--- src/include/qush_map.svh ---
// offsets, field positions, reset values and timing counts of the host signalling block
`ifndef QUSH_MAP_SVH
`define QUSH_MAP_SVH
`define QUSH_CLK_PERIOD_NS 10
`define QUSH_RST_MIN_NS 40
`define QUSH_RST_CYC ((`QUSH_RST_MIN_NS + `QUSH_CLK_PERIOD_NS - 1) / `QUSH_CLK_PERIOD_NS)
`define QUSH_BOOT_CYC 3'h5
`define QUSH_HREG_FCR 3'h3
`define QUSH_HREG_MCR 3'h4
`define QUSH_HREG_FEATURE_CONTROL_REG 3'h5
`define QUSH_HREG_DLL 3'h6
`define QUSH_HREG_DLM 3'h7
`define QUSH_APB_SUMMARY 8'h00
`define QUSH_APB_CTRL 8'h04
`define QUSH_FCR_FIFO_EN 0
`define QUSH_FCR_BLOCK 3
`define QUSH_MCR_IRQ_GATE 3
`define QUSH_MCR_ANY_RESUME 5
`define QUSH_MCR_DIV4 7
`define QUSH_FEATURE_CONTROL_REG_TX_TSR 3
`define QUSH_CTRL_SOFT_RST 0
`define QUSH_RST_FCR 8'h00
`define QUSH_RST_MCR 8'h00
`define QUSH_RST_FEATURE_CONTROL_REG 8'h00
`define QUSH_RST_DIV 8'h00
`define QUSH_SYNC_IDLE 29'h1E0000FF
`endif

--- src/include/qush_pkg.sv ---
// state types of the host signalling block
package qush_pkg;
    typedef struct packed {
        logic [7:0] fifo_control_reg;
        logic [7:0] modem_control_reg;
        logic [7:0] feature_control_reg;
        logic [7:0] dll;
        logic [7:0] divisor_high;
        logic       rxr_n;
    } qush_chan_type;

    typedef struct packed {
        logic        mode16;
        logic        irq_style_select;
        logic        presel;
        logic [2:0]  boot;
        logic [2:0]  rst_cnt;
        logic        pin_rst;
        logic        act;
        logic        rd;
        logic [3:0]  ch;
        logic [2:0]  addr;
        logic [7:0]  wdata;
        logic [7:0]  data_out;
        logic        data_oe;
        logic [3:0]  irq;
        logic [3:0]  irq_oe;
        logic [3:0]  txr_n;
        logic [3:0]  rxr_n;
        logic [3:0]  ser_tx;
        logic [3:0]  ser_rx;
        logic        rst_o;
        logic [3:0]  host_wr;
        logic [3:0]  host_rd;
        logic        pready;
        logic [31:0] prdata;
        logic        pslverr;
        logic        soft_rst;
    } qush_top_type;
endpackage

--- src/rtl/qush_top.sv ---
// host signalling of a four-channel uart: bus decode, reset, status and apb view
// Notes on behaviour
// RL1: host bus is 8 data bits, 3 register address bits, selects and strobes.
// RL2: host cycles complete from strobes and selects alone, no baud clock.
// RL3: all channels share one data bus; select decoding picks the channel.
// RL4: reset pin held over 40 ns resets registers and serial outputs.
// RL5: both divisor bytes zero: high reads identity code, low reads revision.
// RL6: strobe style: one select low picks that channel; all high none.
// RL7: all four selects low: one write reaches every channel.
// RL8: host never reads with all four selects low.
// RL9: direction style: common select low, A4,A3 pick channel A to D.
// RL10: channel address bits used only in direction style.
// RL11: bus style strap high gives strobe style, low gives direction style.
// RL12: strobe style: irq style strap and modem bit 3 gate interrupt drive.
// RL13: modem bit 5 set: any received character resumes held transmitter.
// RL14: prescale strap presets divide by 1 or 4; modem bit 7 overrides.
// RL15: one summary register shows all tx and rx ready levels.
// RL16: fifo off: transmit interrupt low with byte held, high when empty.
// RL17: fifo on: transmit interrupt high below trigger or empty.
// RL18: receive interrupt high with byte held or fifo at trigger.
// RL19: rx ready low while data available, high when none, outside block mode.
// RL20: block mode: rx ready falls at trigger or timeout, rises when empty.
// RL21: tx ready low when holding or fifo empty, outside block mode.
// RL22: block mode: tx ready low while a free slot, high when full.
// RL23: direction style: reset pin is active low, same 40 ns minimum.
// RL24: during reset serial tx outputs are high and rx inputs ignored.
// RL25: no channel selected: data bus undriven, strobes ignored.
`timescale 1ns/1ps
`include "qush_map.svh"
module qush_top #(
    parameter logic [7:0] ID_CODE  = 8'hA5, // arbitrary value
    parameter logic [7:0] REV_CODE = 8'h5A  // arbitrary value
) (
    input  wire logic        I_CORE_CLK,
    input  wire logic        I_SYS_RST,
    input  wire logic        I_BUS_STYLE_SEL,
    input  wire logic        I_IRQ_STYLE_SEL,
    input  wire logic        I_PRESCALE_SEL,
    input  wire logic        I_RESET_PIN,
    input  wire logic [3:0]  I_CH_SEL_N,
    input  wire logic        I_COMMON_SEL_N,
    input  wire logic        I_RD_STROBE_N,
    input  wire logic        I_WR_STROBE_N,
    input  wire logic        I_RW_N,
    input  wire logic [4:0]  I_ADDR,
    input  wire logic [7:0]  I_DATA,
    output logic      [7:0]  O_DATA,
    output logic             O_DATA_OE,
    input  wire logic [3:0]  I_SER_RX,
    output logic      [3:0]  O_SER_RX,
    input  wire logic [3:0]  I_SER_TX,
    output logic      [3:0]  O_SER_TX,
    output logic             O_CH_RST,
    input  wire logic [3:0]  I_TX_EMPTY,
    input  wire logic [3:0]  I_TX_FULL,
    input  wire logic [3:0]  I_TX_BELOW_TRIG,
    input  wire logic [3:0]  I_TSR_EMPTY,
    input  wire logic [3:0]  I_RX_AVAIL,
    input  wire logic [3:0]  I_RX_AT_TRIG,
    input  wire logic [3:0]  I_RX_TIMEOUT,
    output logic      [3:0]  O_IRQ,
    output logic      [3:0]  O_IRQ_OE,
    output logic      [3:0]  O_TX_READY_N,
    output logic      [3:0]  O_RX_READY_N,
    output logic      [3:0]  O_HOST_WR,
    output logic      [3:0]  O_HOST_RD,
    output logic      [2:0]  O_HOST_ADDR,
    output logic      [7:0]  O_HOST_WDATA,
    input  wire logic [31:0] I_HOST_RDATA,
    output logic      [63:0] O_DIVISOR,
    output logic      [3:0]  O_PRESCALE_DIV4,
    output logic      [3:0]  O_ANY_RESUME,
    output logic      [3:0]  O_FIFO_EN,
    input  wire logic        I_PSEL,
    input  wire logic        I_PENABLE,
    input  wire logic        I_PWRITE,
    input  wire logic [7:0]  I_PADDR,
    input  wire logic [31:0] I_PWDATA,
    output logic      [31:0] O_PRDATA,
    output logic             O_PREADY,
    output logic             O_PSLVERR
);
    localparam logic [2:0] RC = 3'(`QUSH_RST_CYC);

    qush_pkg::qush_top_type q;
    qush_pkg::qush_top_type d;
    logic [28:0]      st;
    logic [3:0]       ch_vec;
    logic             act;
    logic             rd;
    logic             pin_act;
    logic             ch_rst;
    logic [3:0][7:0]  rd_c;
    logic [3:0]       irq_c;
    logic [3:0]       txr_c;
    logic [3:0]       rxr_c;
    logic [3:0]       gate_c;

    // host bus pins, straps, reset pin and serial rx inputs reach the core domain through the three-stage filter
    qush_sync #(.W(29), .RST_VAL(`QUSH_SYNC_IDLE)) u_sync (
        .i_clk    (I_CORE_CLK),
        .i_rst    (I_SYS_RST),
        .i_async  ({I_SER_RX, I_PRESCALE_SEL, I_IRQ_STYLE_SEL, I_BUS_STYLE_SEL, I_RESET_PIN,
                    I_DATA, I_ADDR, I_RW_N, I_WR_STROBE_N, I_RD_STROBE_N, I_COMMON_SEL_N,
                    I_CH_SEL_N}),
        .o_stable (st)
    );

    always_comb begin
        ch_vec = 4'h0;
        if (q.mode16) begin
            ch_vec = ~st[3:0]; // [RL6] [RL7] [RL10]
        end else if (!st[4]) begin
            ch_vec = 4'h1 << st[12:11]; // [RL9]
        end
    end

    // strobe style needs exactly one strobe; both low is a test cycle and is ignored
    assign act = q.mode16 ? ((ch_vec != 4'h0) && (st[5] ^ st[6])) : !st[4]; // [RL11] [RL25]
    assign rd  = q.mode16 ? !st[5] : st[7]; // [RL11]
    // the reset pin counts only once straps and filter are valid, so boot gives no false pulse
    assign pin_act = (q.boot == `QUSH_BOOT_CYC)
                     && (q.mode16 ? st[21] : !st[21]); // [RL4] [RL23]
    assign ch_rst  = I_SYS_RST || (q.boot != `QUSH_BOOT_CYC) || q.soft_rst || q.pin_rst;

    for (genvar i = 0; i < 4; i++) begin : g_ch
        qush_chan #(.ID_CODE(ID_CODE), .REV_CODE(REV_CODE)) u_chan (
            .i_clk        (I_CORE_CLK),
            .i_rst        (ch_rst),
            .i_presel     (q.presel),
            .i_wr         (q.host_wr[i]),
            .i_addr       (q.addr),
            .i_wdata      (q.wdata),
            .i_ext_rdata  (I_HOST_RDATA[8*i+:8]),
            .i_tx_empty   (I_TX_EMPTY[i]),
            .i_tx_full    (I_TX_FULL[i]),
            .i_tx_below   (I_TX_BELOW_TRIG[i]),
            .i_tsr_empty  (I_TSR_EMPTY[i]),
            .i_rx_avail   (I_RX_AVAIL[i]),
            .i_rx_trig    (I_RX_AT_TRIG[i]),
            .i_rx_tout    (I_RX_TIMEOUT[i]),
            .o_rdata      (rd_c[i]),
            .o_irq        (irq_c[i]),
            .o_tx_ready_n (txr_c[i]),
            .o_rx_ready_n (rxr_c[i]),
            .o_irq_gate   (gate_c[i]),
            .o_fifo_en    (O_FIFO_EN[i]),
            .o_div4       (O_PRESCALE_DIV4[i]),
            .o_any_resume (O_ANY_RESUME[i]),
            .o_divisor    (O_DIVISOR[16*i+:16])
        );
    end

    always_comb begin
        d         = q;
        d.host_wr = 4'h0;
        d.host_rd = 4'h0;
        d.pready  = 1'b0;
        d.pslverr = 1'b0;
        // straps are taken only while the channels are held in reset
        if (ch_rst) begin
            d.mode16 = st[22];
            d.irq_style_select = st[23];
            d.presel = st[24]; // [RL14]
        end
        if (q.boot != `QUSH_BOOT_CYC) begin
            d.boot = q.boot + 3'h1;
        end
        if (pin_act) begin
            if (q.rst_cnt != RC) begin
                d.rst_cnt = q.rst_cnt + 3'h1;
            end
        end else begin
            d.rst_cnt = 3'h0;
        end
        d.pin_rst = pin_act && (q.rst_cnt >= RC - 3'h1); // [RL4] [RL23]
        // a cycle is latched while active and acted on when it ends
        if (act && !ch_rst) begin
            d.act  = 1'b1;
            d.rd   = rd;
            d.ch   = ch_vec; // [RL3]
            d.addr = st[10:8]; // [RL1]
            if (!rd) begin
                d.wdata = st[20:13];
            end
        end else begin
            if (q.act && !ch_rst) begin
                if (q.rd) begin
                    d.host_rd = q.ch;
                end else begin
                    d.host_wr = q.ch; // [RL2] [RL7]
                end
            end
            d.act = 1'b0;
        end
        d.data_oe  = q.act && q.rd && act && !ch_rst; // [RL25]
        d.data_out = 8'h00;
        // lowest selected channel answers a read
        for (int i = 3; i >= 0; i--) begin
            if (q.ch[i]) begin
                d.data_out = rd_c[i]; // [RL8]
            end
        end
        for (int i = 0; i < 4; i++) begin
            d.irq_oe[i] = !q.mode16 || q.irq_style_select || gate_c[i]; // [RL12]
            d.irq[i]    = irq_c[i] && (!q.mode16 || q.irq_style_select || gate_c[i]);
        end
        d.txr_n  = txr_c;
        d.rxr_n  = rxr_c;
        d.ser_tx = ch_rst ? 4'hF : I_SER_TX; // [RL24]
        d.ser_rx = ch_rst ? 4'hF : st[28:25]; // [RL24]
        d.rst_o  = ch_rst;
        if (I_PSEL && I_PENABLE && !q.pready) begin
            d.pready = 1'b1;
            d.prdata = 32'h00000000;
            if (I_PADDR == `QUSH_APB_SUMMARY) begin
                d.prdata = {24'h000000, q.rxr_n, q.txr_n}; // [RL15]
            end else if (I_PADDR == `QUSH_APB_CTRL) begin
                if (I_PWRITE) begin
                    d.soft_rst = I_PWDATA[`QUSH_CTRL_SOFT_RST];
                end
                d.prdata = {31'h00000000, q.soft_rst};
            end else begin
                d.pslverr = 1'b1;
            end
        end
        if (I_SYS_RST) begin
            d        = '0;
            d.txr_n  = 4'hF;
            d.rxr_n  = 4'hF;
            d.ser_tx = 4'hF;
            d.ser_rx = 4'hF;
            d.rst_o  = 1'b1;
        end
    end

    always_ff @(posedge I_CORE_CLK) begin
        q <= d;
    end

    assign O_DATA       = q.data_out;
    assign O_DATA_OE    = q.data_oe;
    assign O_SER_RX     = q.ser_rx;
    assign O_SER_TX     = q.ser_tx;
    assign O_CH_RST     = q.rst_o;
    assign O_IRQ        = q.irq;
    assign O_IRQ_OE     = q.irq_oe;
    assign O_TX_READY_N = q.txr_n;
    assign O_RX_READY_N = q.rxr_n;
    assign O_HOST_WR    = q.host_wr;
    assign O_HOST_RD    = q.host_rd;
    assign O_HOST_ADDR  = q.addr;
    assign O_HOST_WDATA = q.wdata;
    assign O_PRDATA     = q.prdata;
    assign O_PREADY     = q.pready;
    assign O_PSLVERR    = q.pslverr;
endmodule // qush_top

--- src/rtl/qush_sync.sv ---
// three-stage input synchroniser that takes a bit once stages two and three agree
`timescale 1ns/1ps
module qush_sync #(
    parameter int          W       = 8,
    parameter logic [W-1:0] RST_VAL = '0
) (
    input  wire logic         i_clk,
    input  wire logic         i_rst,
    input  wire logic [W-1:0] i_async,
    output logic      [W-1:0] o_stable
);
    typedef struct packed {
        logic [W-1:0] s1;
        logic [W-1:0] s2;
        logic [W-1:0] s3;
        logic [W-1:0] st;
    } qush_sync_type;

    qush_sync_type q;
    qush_sync_type d;

    always_comb begin
        d    = q;
        d.s1 = i_async;
        d.s2 = q.s1;
        d.s3 = q.s2;
        d.st = (q.s3 & ~(q.s2 ^ q.s3)) | (q.st & (q.s2 ^ q.s3));
        if (i_rst) begin
            d = {4{RST_VAL}};
        end
    end

    always_ff @(posedge i_clk) begin
        q <= d;
    end

    assign o_stable = q.st;
endmodule // qush_sync

--- src/rtl/qush_chan.sv ---
// per-channel control registers, identity readback and ready and interrupt levels
`timescale 1ns/1ps
`include "qush_map.svh"
module qush_chan #(
    parameter logic [7:0] ID_CODE  = 8'hA5,
    parameter logic [7:0] REV_CODE = 8'h5A
) (
    input  wire logic        i_clk,
    input  wire logic        i_rst,
    input  wire logic        i_presel,
    input  wire logic        i_wr,
    input  wire logic [2:0]  i_addr,
    input  wire logic [7:0]  i_wdata,
    input  wire logic [7:0]  i_ext_rdata,
    input  wire logic        i_tx_empty,
    input  wire logic        i_tx_full,
    input  wire logic        i_tx_below,
    input  wire logic        i_tsr_empty,
    input  wire logic        i_rx_avail,
    input  wire logic        i_rx_trig,
    input  wire logic        i_rx_tout,
    output logic      [7:0]  o_rdata,
    output logic             o_irq,
    output logic             o_tx_ready_n,
    output logic             o_rx_ready_n,
    output logic             o_irq_gate,
    output logic             o_fifo_en,
    output logic             o_div4,
    output logic             o_any_resume,
    output logic      [15:0] o_divisor
);
    qush_pkg::qush_chan_type q;
    qush_pkg::qush_chan_type d;
    logic blk;
    logic tx_done;

    assign blk     = q.fifo_control_reg[`QUSH_FCR_FIFO_EN] & q.fifo_control_reg[`QUSH_FCR_BLOCK];
    assign tx_done = q.feature_control_reg[`QUSH_FEATURE_CONTROL_REG_TX_TSR] ? i_tsr_empty : i_tx_empty;

    always_comb begin
        d = q;
        if (i_wr) begin
            if (i_addr == `QUSH_HREG_FCR) begin
                d.fifo_control_reg = i_wdata;
            end else if (i_addr == `QUSH_HREG_MCR) begin
                d.modem_control_reg = i_wdata;
            end else if (i_addr == `QUSH_HREG_FEATURE_CONTROL_REG) begin
                d.feature_control_reg = i_wdata;
            end else if (i_addr == `QUSH_HREG_DLL) begin
                d.dll = i_wdata;
            end else if (i_addr == `QUSH_HREG_DLM) begin
                d.divisor_high = i_wdata;
            end
        end
        if (!blk) begin
            d.rxr_n = !i_rx_avail; // [RL19]
        end else if (i_rx_trig || i_rx_tout) begin
            d.rxr_n = 1'b0; // [RL20]
        end else if (!i_rx_avail) begin
            d.rxr_n = 1'b1; // [RL20]
        end
        if (i_rst) begin
            d.fifo_control_reg   = `QUSH_RST_FCR;
            d.modem_control_reg   = `QUSH_RST_MCR;
            d.modem_control_reg[`QUSH_MCR_DIV4] = !i_presel; // [RL14]
            d.feature_control_reg  = `QUSH_RST_FEATURE_CONTROL_REG;
            d.dll   = `QUSH_RST_DIV;
            d.divisor_high   = `QUSH_RST_DIV;
            d.rxr_n = 1'b1;
        end
    end

    always_ff @(posedge i_clk) begin
        q <= d;
    end

    always_comb begin
        o_rdata = i_ext_rdata;
        if (i_addr == `QUSH_HREG_FCR) begin
            o_rdata = q.fifo_control_reg;
        end else if (i_addr == `QUSH_HREG_MCR) begin
            o_rdata = q.modem_control_reg;
        end else if (i_addr == `QUSH_HREG_FEATURE_CONTROL_REG) begin
            o_rdata = q.feature_control_reg;
        end else if (i_addr == `QUSH_HREG_DLL) begin
            o_rdata = ({q.divisor_high, q.dll} == 16'h0000) ? REV_CODE : q.dll; // [RL5]
        end else if (i_addr == `QUSH_HREG_DLM) begin
            o_rdata = ({q.divisor_high, q.dll} == 16'h0000) ? ID_CODE : q.divisor_high; // [RL5]
        end
    end

    // fifo disabled: holding register only; enabled: trigger level or empty
    assign o_irq = (q.fifo_control_reg[`QUSH_FCR_FIFO_EN] ? (i_tx_below || tx_done) : tx_done) // [RL16] [RL17]
                 || (q.fifo_control_reg[`QUSH_FCR_FIFO_EN] ? i_rx_trig : i_rx_avail); // [RL18]
    assign o_tx_ready_n = blk ? i_tx_full : !i_tx_empty; // [RL21] [RL22]
    assign o_rx_ready_n = q.rxr_n;
    assign o_irq_gate   = q.modem_control_reg[`QUSH_MCR_IRQ_GATE];
    assign o_fifo_en    = q.fifo_control_reg[`QUSH_FCR_FIFO_EN];
    assign o_div4       = q.modem_control_reg[`QUSH_MCR_DIV4]; // [RL14]
    assign o_any_resume = q.modem_control_reg[`QUSH_MCR_ANY_RESUME]; // [RL13]
    assign o_divisor    = {q.divisor_high, q.dll};
endmodule // qush_chan

--- config.mk ---
export PLATFORM = sky130hd
export DESIGN_NAME = qush_top
export DESIGN_NICKNAME = d
export VERILOG_FILES = /design/src/include/qush_pkg.sv /design/src/rtl/qush_top.sv /design/src/rtl/qush_sync.sv /design/src/rtl/qush_chan.sv
export VERILOG_INCLUDE_DIRS = /design/src /design/src/include
export SDC_FILE = /design/constraint.sdc
export NUM_CORES = 1
export LEC_CHECK = 0
export BUFFER_PORTS_ARGS = -buffer_cell sky130_fd_sc_hd__buf_4
export CORE_AREA = 2 2 217 304
export CTS_CLUSTER_DIAMETER = 200
export DETAILED_ROUTE_END_ITERATION = 10
export DIE_AREA = 0 0 219 306
export HOLD_SLACK_MARGIN = 0.08
export SYNTH_ARGS = -nofsm -noshare
export SYNTH_HDL_FRONTEND = slang
export SYNTH_SLANG_ARGS = --single-unit
--- constraint.sdc ---
create_clock -name I_CORE_CLK -period 2.1 [get_ports I_CORE_CLK]
set_input_delay 0.105 -clock I_CORE_CLK [delete_from_list [all_inputs] [get_ports I_CORE_CLK]]
set_output_delay 0.105 -clock I_CORE_CLK [all_outputs]
set_load 0.005 [all_outputs]
[Word-level counts from Yosys, hierarchy flattened]
Index checks and enable logic that the tools add are counted.
Word-level totals
  register bits: 384
  output and inout port bits: 163
  input port bits: 138
  logic and storage cells: 301
Operators by class
  bitwise gates (word level): 21
  $add $sub $neg: 2
  order comparisons: 1
  reductions and logical operators: 91
  mux-type cells: 113
  shift operators: 1
  equality and inequality tests: 14
Operators by type and width (count)
  8-bit 2-to-1 mux: 52
  32-bit 2-to-1 mux: 9
  33-bit 2-to-1 mux: 4
  24-bit 2-to-1 mux: 4
  16-bit zero test: 4
  16-bit 2-to-1 mux: 4
  29-bit AND: 2
  1-bit 2-to-1 mux: 36
  35-bit 2-to-1 mux: 1
  29-bit NOT: 1
  29-bit OR: 1
  29-bit XOR: 1
  3-bit AND reduction: 8
  6-bit AND reduction: 4
  1-bit logical OR: 20
  4-bit AND reduction: 5
  5-bit AND reduction: 4
  3-bit inequality test, second input constant: 6
  3-bit equality test, second input constant: 5
  1-bit zero test: 15
  1-bit logical AND: 14
  1-bit NOT: 10
  2-bit AND reduction: 5
  2-bit nonzero test: 5
  16 further kinds: 23

[Longest topological paths before layout]
Gate-level depths: netlist (run 1).
  word-level depth: 11
  depth in mapped cells: 10
  gate-level depth less buffers: 9

[Cells and area by module]
A second synthesis (run 1) with hierarchy kept.
Unflattened totals
  cell total of the unflattened synthesis: 1884
  area total of the unflattened synthesis: 15934.0 um^2
By module, submodules not included
  qush_chan: cells each 291, sequential area each 830.8 um^2, times used 4, area an instance 2185.8 um^2
  qush_sync: cells each 332, sequential area each 2322.2 um^2, times used 1, area an instance 3613.5 um^2
  qush_top: cells each 388, sequential area each 1601.5 um^2, times used 1, area an instance 3577.2 um^2

[Worst setup path after synthesis (run 1)]
No wires, ideal clock.
  kind: register to register
  start: reg q[98] (netlist name)
  end: reg q (netlist bit O_HOST_WDATA[0])
  data required time: 1.972 ns
  arrival: 1.610 ns
  buffers on the path: 1
  path slack: 0.362 ns
  period minus slack after synthesis: 1.738 ns
  setup time: 0.128 ns
  stages on the path, launching flop included: 10
  path through: dfxtp_1 ha_1 nand2_1 nor4_4 inv_2 nor2_1 and2_1 buf_4 mux2i_1 nor2_1
Between the ends
  longest elaborated chain between the ends: 7
RTL lines
  start, declared: line qush_top.sv:85  | qush_pkg::qush_top_type q;
  start signal, assigned: line qush_top.sv:238  | q <= d;
  3-bit inequality test (no source line)
  1-bit logical OR (3 in series): line qush_top.sv:124  | assign ch_rst = I_SYS_RST || (q.boot != `QUSH_BOOT_CYC) || q.soft_rst || q.pin_rst;
  1-bit zero test: line qush_top.sv:178  | if (act && !ch_rst) begin
  1-bit logical AND: line qush_top.sv:178
  2-bit AND reduction (no source line)
No other way between the ends.
A chain may end at the register's enable or synchronous reset.

[Worst setup path in the final report (run 1)]
  start: reg q (netlist bit O_HOST_ADDR[1])
  end: reg q (netlist bit O_DATA[0])
Between the ends
  longest elaborated chain between the ends: 10
  elaborated cells between the ends (all ways): 29
  those cells by class: eq/ne (5); mux (24)
RTL lines
  3-bit equality test (no source line)
  8-bit 2-to-1 mux: line qush_chan.sv:87  | end else if (i_addr == `QUSH_HREG_DLM) begin
  8-bit 2-to-1 mux: line qush_chan.sv:85  | end else if (i_addr == `QUSH_HREG_DLL) begin
  8-bit 2-to-1 mux: line qush_chan.sv:83  | end else if (i_addr == `QUSH_HREG_FEATURE_CONTROL_REG) begin
  8-bit 2-to-1 mux: line qush_chan.sv:81  | end else if (i_addr == `QUSH_HREG_MCR) begin
  8-bit 2-to-1 mux: line qush_chan.sv:79  | if (i_addr == `QUSH_HREG_FCR) begin
  8-bit 2-to-1 mux (3 in series): line qush_top.sv:200  | if (q.ch[i]) begin
  8-bit 2-to-1 mux (*): line qush_top.sv:200
Every way passes the cells marked *; elsewhere a longest branch is shown, timed or not.

==> metrics.csv, run 1 <==
stage,metric,value,unit
placed_design,input/output buffers,245,
yosys,Ys Warns,0,
floorplanning,Starting Density,23.9,%
floorplanning,# rows,110,
final_layout,Sequential Area,7250,µm²
yosys,most common library cells after synthesis,"nand2_1, dfxtp_1, a21oi_1",
setup_path,crit path to,O_DATA[0]$_SDFF_PP0_,
sta,setup TNS,0,ns
clock_tree,TritonCTS Buffers,37,
yosys,mean cell area of the mapped netlist,8.25,µm²
setup_path,CP arrival,2.44,ns
power,sequential share of power,48.2,%
final_layout,share of layout cells above drive strength 1,23.9,%
setup_path,most frequent CP cell,buf_4,
global_route,initial antenna violation count,3,
clock_tree,CTS tree,done,
flow_run,total of max-cap violations,0,
final_layout,area of the multi-input gates,6360,µm²
final_layout,Final Util,30.6,%
setup_path,"Worst Path Class, Setup",reg2reg,
route,wire length per cell,19.1,µm
yosys,Netlist Area Pre-Place,15300,µm²
sta,hold slack,0.102,ns
setup_path,Critical Path Stages,8,
power,PwrDens,737,nW/µm²
sta,post-route setup slack,0.0800,ns
yosys,sequential share of the synthesized area,47.3,%
yosys,Netlist cell types,76,
floorplanning,CORE AREA,64100,µm²
global_route,met1 Track Usage GR,19.7,%
setup_path,"delay-heaviest family, CP",compound AO/OA/AOI/OAI gates,
floorplanning,Die Ht,306,µm
setup_path,CP Launch Type,flip-flop,
final_layout,area grow syn2layout,28.3,%
global_route,routing usage on met2,26.8,%
route,final antenna-violating net count,0,
global_route,largest net degree at the start of global routing,100,
placed_design,placed insts,2806,
route,first-pass detailed-route iteration total,5,
placed_design,post-DP HPWL,40700,µm
clock_tree,Sinks on Clock Net,360,
clock_tree,maximum root-to-sink buffer count,3,
setup_path,Slowest cell on crit path,a2111oi_1,
yosys,synthesized instance count,1856,
yosys,Synth area leaders,"dfxtp_1, nand2_1, buf_4, a21oi_1, o21ai_0",
sta,RSZ-0062 raised after global routing,yes,
power,Lkg Pwr,7.17,nW
setup_path,cell count of the worst reg-to-reg path,8,
final_layout,fillers,6797,
route,via count,13500,
clock_tree,later-pin clock latency in the skew report,0.56,ns
yosys,asr flop ratio synth,0,%
setup_path,RR Endpoint,O_DATA[0]$_SDFF_PP0_,
final_layout,fin area,19600,µm²
route,routed vias/inst,4.58,
sta,clock skew,0.0228,ns
min_path,Hold Crit Class,in2reg,
clock_tree,Post-CTS Setup Repair Bufs,0,
global_route,GRT overflow,0,
sta,Worst Max-Slew Pin Slew,0.606,ns
yosys,top-count cell post-synth,nand2_1,
setup_path,Worst path max stage delay,0.42,ns
sta,"Hold Violations, Final",0,
yosys,synthesized flop and latch total,360,
global_route,GR Layer Usage met3,3.49,%
floorplanning,DIE WIDTH,219,µm
yosys,Synth top area share,46.5,%
floorplanning,die area,67000,µm²
power,sw frac,21.8,%
setup_path,CP required,2.52,ns
power,Gate power share,4.0,%
setup_path,Reg2Reg Launch Point,O_HOST_ADDR[1]$_SDFFE_PP0P_,
outcome,status,completed,
global_route,Total GRT Usage,16.2,%
setup_path,Setup crit start,O_HOST_ADDR[1]$_SDFFE_PP0P_,
setup_path,reg2reg setup slack,0.08,ns
final_layout,Nets,2221,
global_route,global-route wire length before repair,81300,µm
setup_path,"Buf+Inv Stages, Crit Path",3,
placed_design,Placed Area,17600,µm²
sta,period utilization,96.2,%
final_layout,Non-Filler Instances,2946,
yosys,"EDFF count, synth",4,
setup_path,CP Capture Type,flip-flop,
route,DRT iter0 DRCs,994,
power,peak supply drop,0.515,mV
power,P_sw,3.16,mW
placed_design,routability cong.,0.920,
setup_path,Crit Path Max Fanout,4,
yosys,Synth area leader,dfxtp_1,
yosys,main flop type after synthesis,dfxtp_1,
clock_tree,CTS Root Cell,clkbuf_16,
route,drt total wl,56200,µm
global_route,vias in the first global route,13000,
placed_design,Post-Place Worst Slack,0.0744,ns
global_route,most used routing layer,met2,
sta,Fmax,495,MHz
sta,fin crit period,2.02,ns
power,clock group share of total power,47.9,%
floorplanning,io pins,301,
clock_tree,"CTS clk-pin slew, worst paths",0.07,ns
setup_path,CP Cell Sequence,buf_4 -> or2_2 -> buf_4 -> a21oi_1 -> nor3_1 -> a2111oi_1 -> buf_4 -> nor4_2,
power,"Power, Total",14.5,mW
sta,Final Setup Violations,0,
power,Int Power,11.3,mW
sta,Pins Over Slew Limit,0,
sta,Worst slew margin,59.4,%
clock_tree,CTS H-tree lvls,2,
route,drt drc,0,
==> placed cells by master, fill, tap and decap left out, drive strengths merged, types with 4 or more instances in the layout <==
cell         Yosys  routed
nand2          409     409
buf            206     374
dfxtp          356     356
a21oi          236     236
o21ai           84      84
nor2            81      81
dlygate4sd3      0      73
nor2b           61      61
clkbuf          81      52
or2             41      41
mux2i           27      27
nor4            26      26
conb             1      24
inv             17      20
nand3           18      18
and3            16      16
a31oi           16      16
nand2b          16      16
and2            14      14
nor3            13      13
a22oi           12      12
a211oi           9       9
a221oi           8       8
clkinv           0       7
o31ai            6       6
a311o            6       6
o211ai           5       5
o22ai            5       5
ha               5       5
a21o             4       4
mux2             4       4
or3              4       4
a21boi           4       4
o32ai            4       4
edfxtp           4       4
nand3b           4       4
and4             4       4
a2111oi          4       4
==> flip-flops by register name, indices dropped and copies added, names as in the netlist, 8 cells and up, named ones only <==
name	cells
u_sync.q	87
g_ch.u_chan.q	80
g_ch.u_chan.o_divisor	64
q	17
O_DATA	8
O_HOST_WDATA	8
O_PRDATA	8
==> layer usage <==
layer,share of wire (%),vias up
li1,-,6510
met1,41,6282
met2,47,577
met3,7.7,135
met4,5.0,2
met5,0.023,-
==> worst reg2reg max path: cells and delay by family (launching register included) <==
kind	cells	cell delay (ns)
simple gates	3	0.47
flops	1	0.34
compound gates	2	0.56
buf+inv	3	0.53
==> what timing repair did <==
item                                    in CTS  in global routing
hold buffers                                73                  0
hold endpoints to repair                    58                  0
endpoints found under the setup margin       0                  8
resized for setup                            0                 12
==> cells by family after synthesis <==
logic type	synth area share, %
AND/OR/NAND/NOR	21.6
other	0.0245
multiplexers	2.06
flip-flops	47.3
XOR/XNOR	0.229
buffers and inverters	11.9
adder cells (fa/ha/maj)	0.409
AO/OA/AOI/OAI	16.5
==> power by group through the flow <==
stage | Combinational (mW) | Clock [mW] | Sequential [mW]
after floorplan | 0.253 | 0 | 7.11
after global placement | 0.468 | 0 | 7.13
after detailed placement | 0.467 | 0 | 7.13
after CTS | 0.572 | 7.12 | 6.98
after global routing | 0.623 | 7.34 | 6.98
final | 0.575 | 6.93 | 6.98
==> cell type report <==
cell class                      count  area share, %
Sequential cell                   360           36.9
Multi-Input combinational cell   1215           32.4
Timing Repair Buffer              447           18.6
Clock buffer                       52           5.63
Tap cell                          840           5.35
Clock inverter                     13          0.783
Inverter                           17          0.338
Antenna cell                        2         0.0255
==> worst min path at each step <==
| stage | startpoint | end | slack (ns) | cells past startpoint |
|---|---|---|---|---|
| floorplan | I_SER_TX[0] | O_SER_TX[0]$_SDFF_PP1_ | 0.21 | 1 |
| global placement | I_SER_TX[3] | O_SER_TX[3]$_SDFF_PP1_ | 0.29 | 2 |
| detailed placement | I_WR_STROBE_N | u_sync.q[93]$_SDFF_PP1_ | 0.29 | 2 |
| CTS | I_HOST_RDATA[31] | O_DATA[7]$_SDFF_PP0_ | 0.08 | 5 |
| global route | I_HOST_RDATA[31] | O_DATA[7]$_SDFF_PP0_ | 0.15 | 5 |
| finish | I_HOST_RDATA[31] | O_DATA[7]$_SDFF_PP0_ | 0.10 | 5 |
Note: power is estimated with default switching activity, not from simulation.
==> run 2: changes to the inputs <==
--- a/config.mk
+++ b/config.mk
@@ -12,6 +12,8 @@
 export DETAILED_ROUTE_END_ITERATION = 10
 export DIE_AREA = 0 0 219 306
 export HOLD_SLACK_MARGIN = 0.08
+export PLACE_DENSITY = 0.47
+export REMOVE_ABC_BUFFERS = 1
 export SYNTH_ARGS = -nofsm -noshare
 export SYNTH_HDL_FRONTEND = slang
 export SYNTH_SLANG_ARGS = --single-unit
==> metrics.csv, run 2 (synthesis gave the netlist of run 1 again) <==
stage,metric,value,unit
outcome,status,finished with violations,
outcome,failing checks,negative setup slack,
global_route,global-route wire length before repair,84900,µm
setup_path,CP Launch Type,flip-flop,
floorplanning,io pins,301,
placed_design,Post-Place Worst Slack,-0.157,ns
global_route,vias in the first global route,13700,
final_layout,area grow syn2layout,31.4,%
final_layout,Biggest register,u_sync.q,
sta,Final Setup Violations,1,
power,sequential share of power,46.6,%
floorplanning,Die Ht,306,µm
final_layout,share of layout cells above drive strength 1,26.4,%
clock_tree,CTS H-tree lvls,2,
sta,fin crit period,2.11,ns
route,first-pass detailed-route iteration total,5,
setup_path,CP required,2.52,ns
setup_path,CP arrival,2.52,ns
final_layout,Non-Filler Instances,2993,
power,sw frac,21.6,%
sta,post-route setup slack,-0.00666,ns
floorplanning,die area,67000,µm²
power,"Power, Total",15.0,mW
placed_design,input/output buffers,245,
route,DRT iter0 DRCs,1063,
floorplanning,Starting Density,23.9,%
final_layout,Nets,2265,
sta,Worst Max-Slew Pin Slew,0.771,ns
floorplanning,DIE WIDTH,219,µm
sta,Fmax,475,MHz
global_route,GRT overflow,0,
route,wire length per cell,19.4,µm
placed_design,post-DP HPWL,43000,µm
sta,Pins Over Slew Limit,0,
global_route,initial antenna violation count,0,
global_route,largest net degree at the start of global routing,74,
power,Gate power share,3.9,%
route,via count,13700,
flow_run,total of max-cap violations,0,
sta,period utilization,100,%
final_layout,Final Util,31.4,%
power,Int Power,11.7,mW
clock_tree,TritonCTS Buffers,39,
power,clock group share of total power,49.5,%
clock_tree,CTS Root Cell,clkbuf_16,
final_layout,fin area,20100,µm²
route,routed vias/inst,4.56,
sta,clock skew,0.0251,ns
setup_path,"Worst Path Class, Setup",reg2reg,
placed_design,placed insts,2852,
clock_tree,maximum root-to-sink buffer count,3,
sta,Worst slew margin,48.6,%
clock_tree,"CTS clk-pin slew, worst paths",0.06,ns
power,P_sw,3.24,mW
final_layout,Largest register FFs,87,
placed_design,Placed Area,17900,µm²
global_route,Total GRT Usage,16.8,%
route,final antenna-violating net count,0,
final_layout,most frequent cells in the layout,"buf_4, nand2_1, dfxtp_1",
final_layout,"most common cell after layout, fill and taps aside",buf_4,
sta,"Hold Violations, Final",0,
clock_tree,CTS tree,done,
placed_design,routability cong.,0.898,
floorplanning,CORE AREA,64100,µm²
power,peak supply drop,0.492,mV
clock_tree,Sinks on Clock Net,360,
setup_path,Crit Path Max Fanout,3,
power,PwrDens,744,nW/µm²
setup_path,CP Capture Type,flip-flop,
route,drt total wl,58000,µm
sta,RSZ-0062 raised after global routing,yes,
power,Lkg Pwr,7.45,nW
clock_tree,later-pin clock latency in the skew report,0.55,ns
floorplanning,# rows,110,
min_path,Hold Crit Class,in2reg,
route,drt drc,0,
[run 2: final timing paths]
kind	cells after the start	slack (ns)	end	start
worst min-delay path	4	0.09	O_PREADY$_SDFF_PP0_	I_PENABLE
worst max-delay path	4	-0.007	O_IRQ[0]$_SDFF_PP0_	g_ch[0].u_chan.q[20]$_SDFFE_PP0P_
worst min register to register	1	0.41	u_sync.q[86]$_SDFF_PP1_	u_sync.q[115]$_SDFF_PP1_
worst max register to register	4	-0.007	O_IRQ[0]$_SDFF_PP0_	g_ch[0].u_chan.q[20]$_SDFFE_PP0P_
[run 2: area by class of cell]
type,instances,area [µm²]
flip-flops and latches,360,7250
fillers,6871,44000
clock buffers,51,1100
diodes,1,2.50
clock inverters,20,272
repair buffers,489,3950
well taps,840,1050
inverters,17,66.3
multi-input cells,1215,6430
[run 2: worst max-delay path, stage by stage (launching register included)]
cell and delay [ns]:
dfxtp_1 0.57, mux2i_1 0.22, dlygate4sd3_1 0.55, a21boi_0 0.08, dlygate4sd3_1 0.56
[run 2: metrics by stage]
stage / hold slack, ns / setup TNS (ns)
after floorplan: 0.174 / -154.43
after global routing: 0.138 / -0.0874
after CTS: 0.0905 / 0
after detailed placement: 0.294 / -0.217
final: 0.0915 / -0.00666
after global placement: 0.288 / -0.114
[run 2: per-layer routing]
layer	track usage [%]	share of wire, %	vias up
met1	18.4	37	6474
li1	-	-	6607
met4	10.7	6.7	0
met2	30.2	51	424
met3	2.24	4.7	151
met5	0	0	-
[run 2: power by group through the flow]
stage,Sequential [mW],Clock [mW],Combinational (mW)
after CTS,6.97,7.62,0.586
after detailed placement,7.13,0,0.480
after floorplan,7.12,0,0.156
after global routing,6.98,7.91,0.629
after global placement,7.13,0,0.478
final,6.97,7.41,0.578
[run 2: repair_timing]
action,CTS,global route
hold endpoints to repair,54,0
gates resized for setup,9,21
hold buffers,70,0
setup buffers,0,0
gates cloned,0,0
endpoints found under the setup margin,4,10
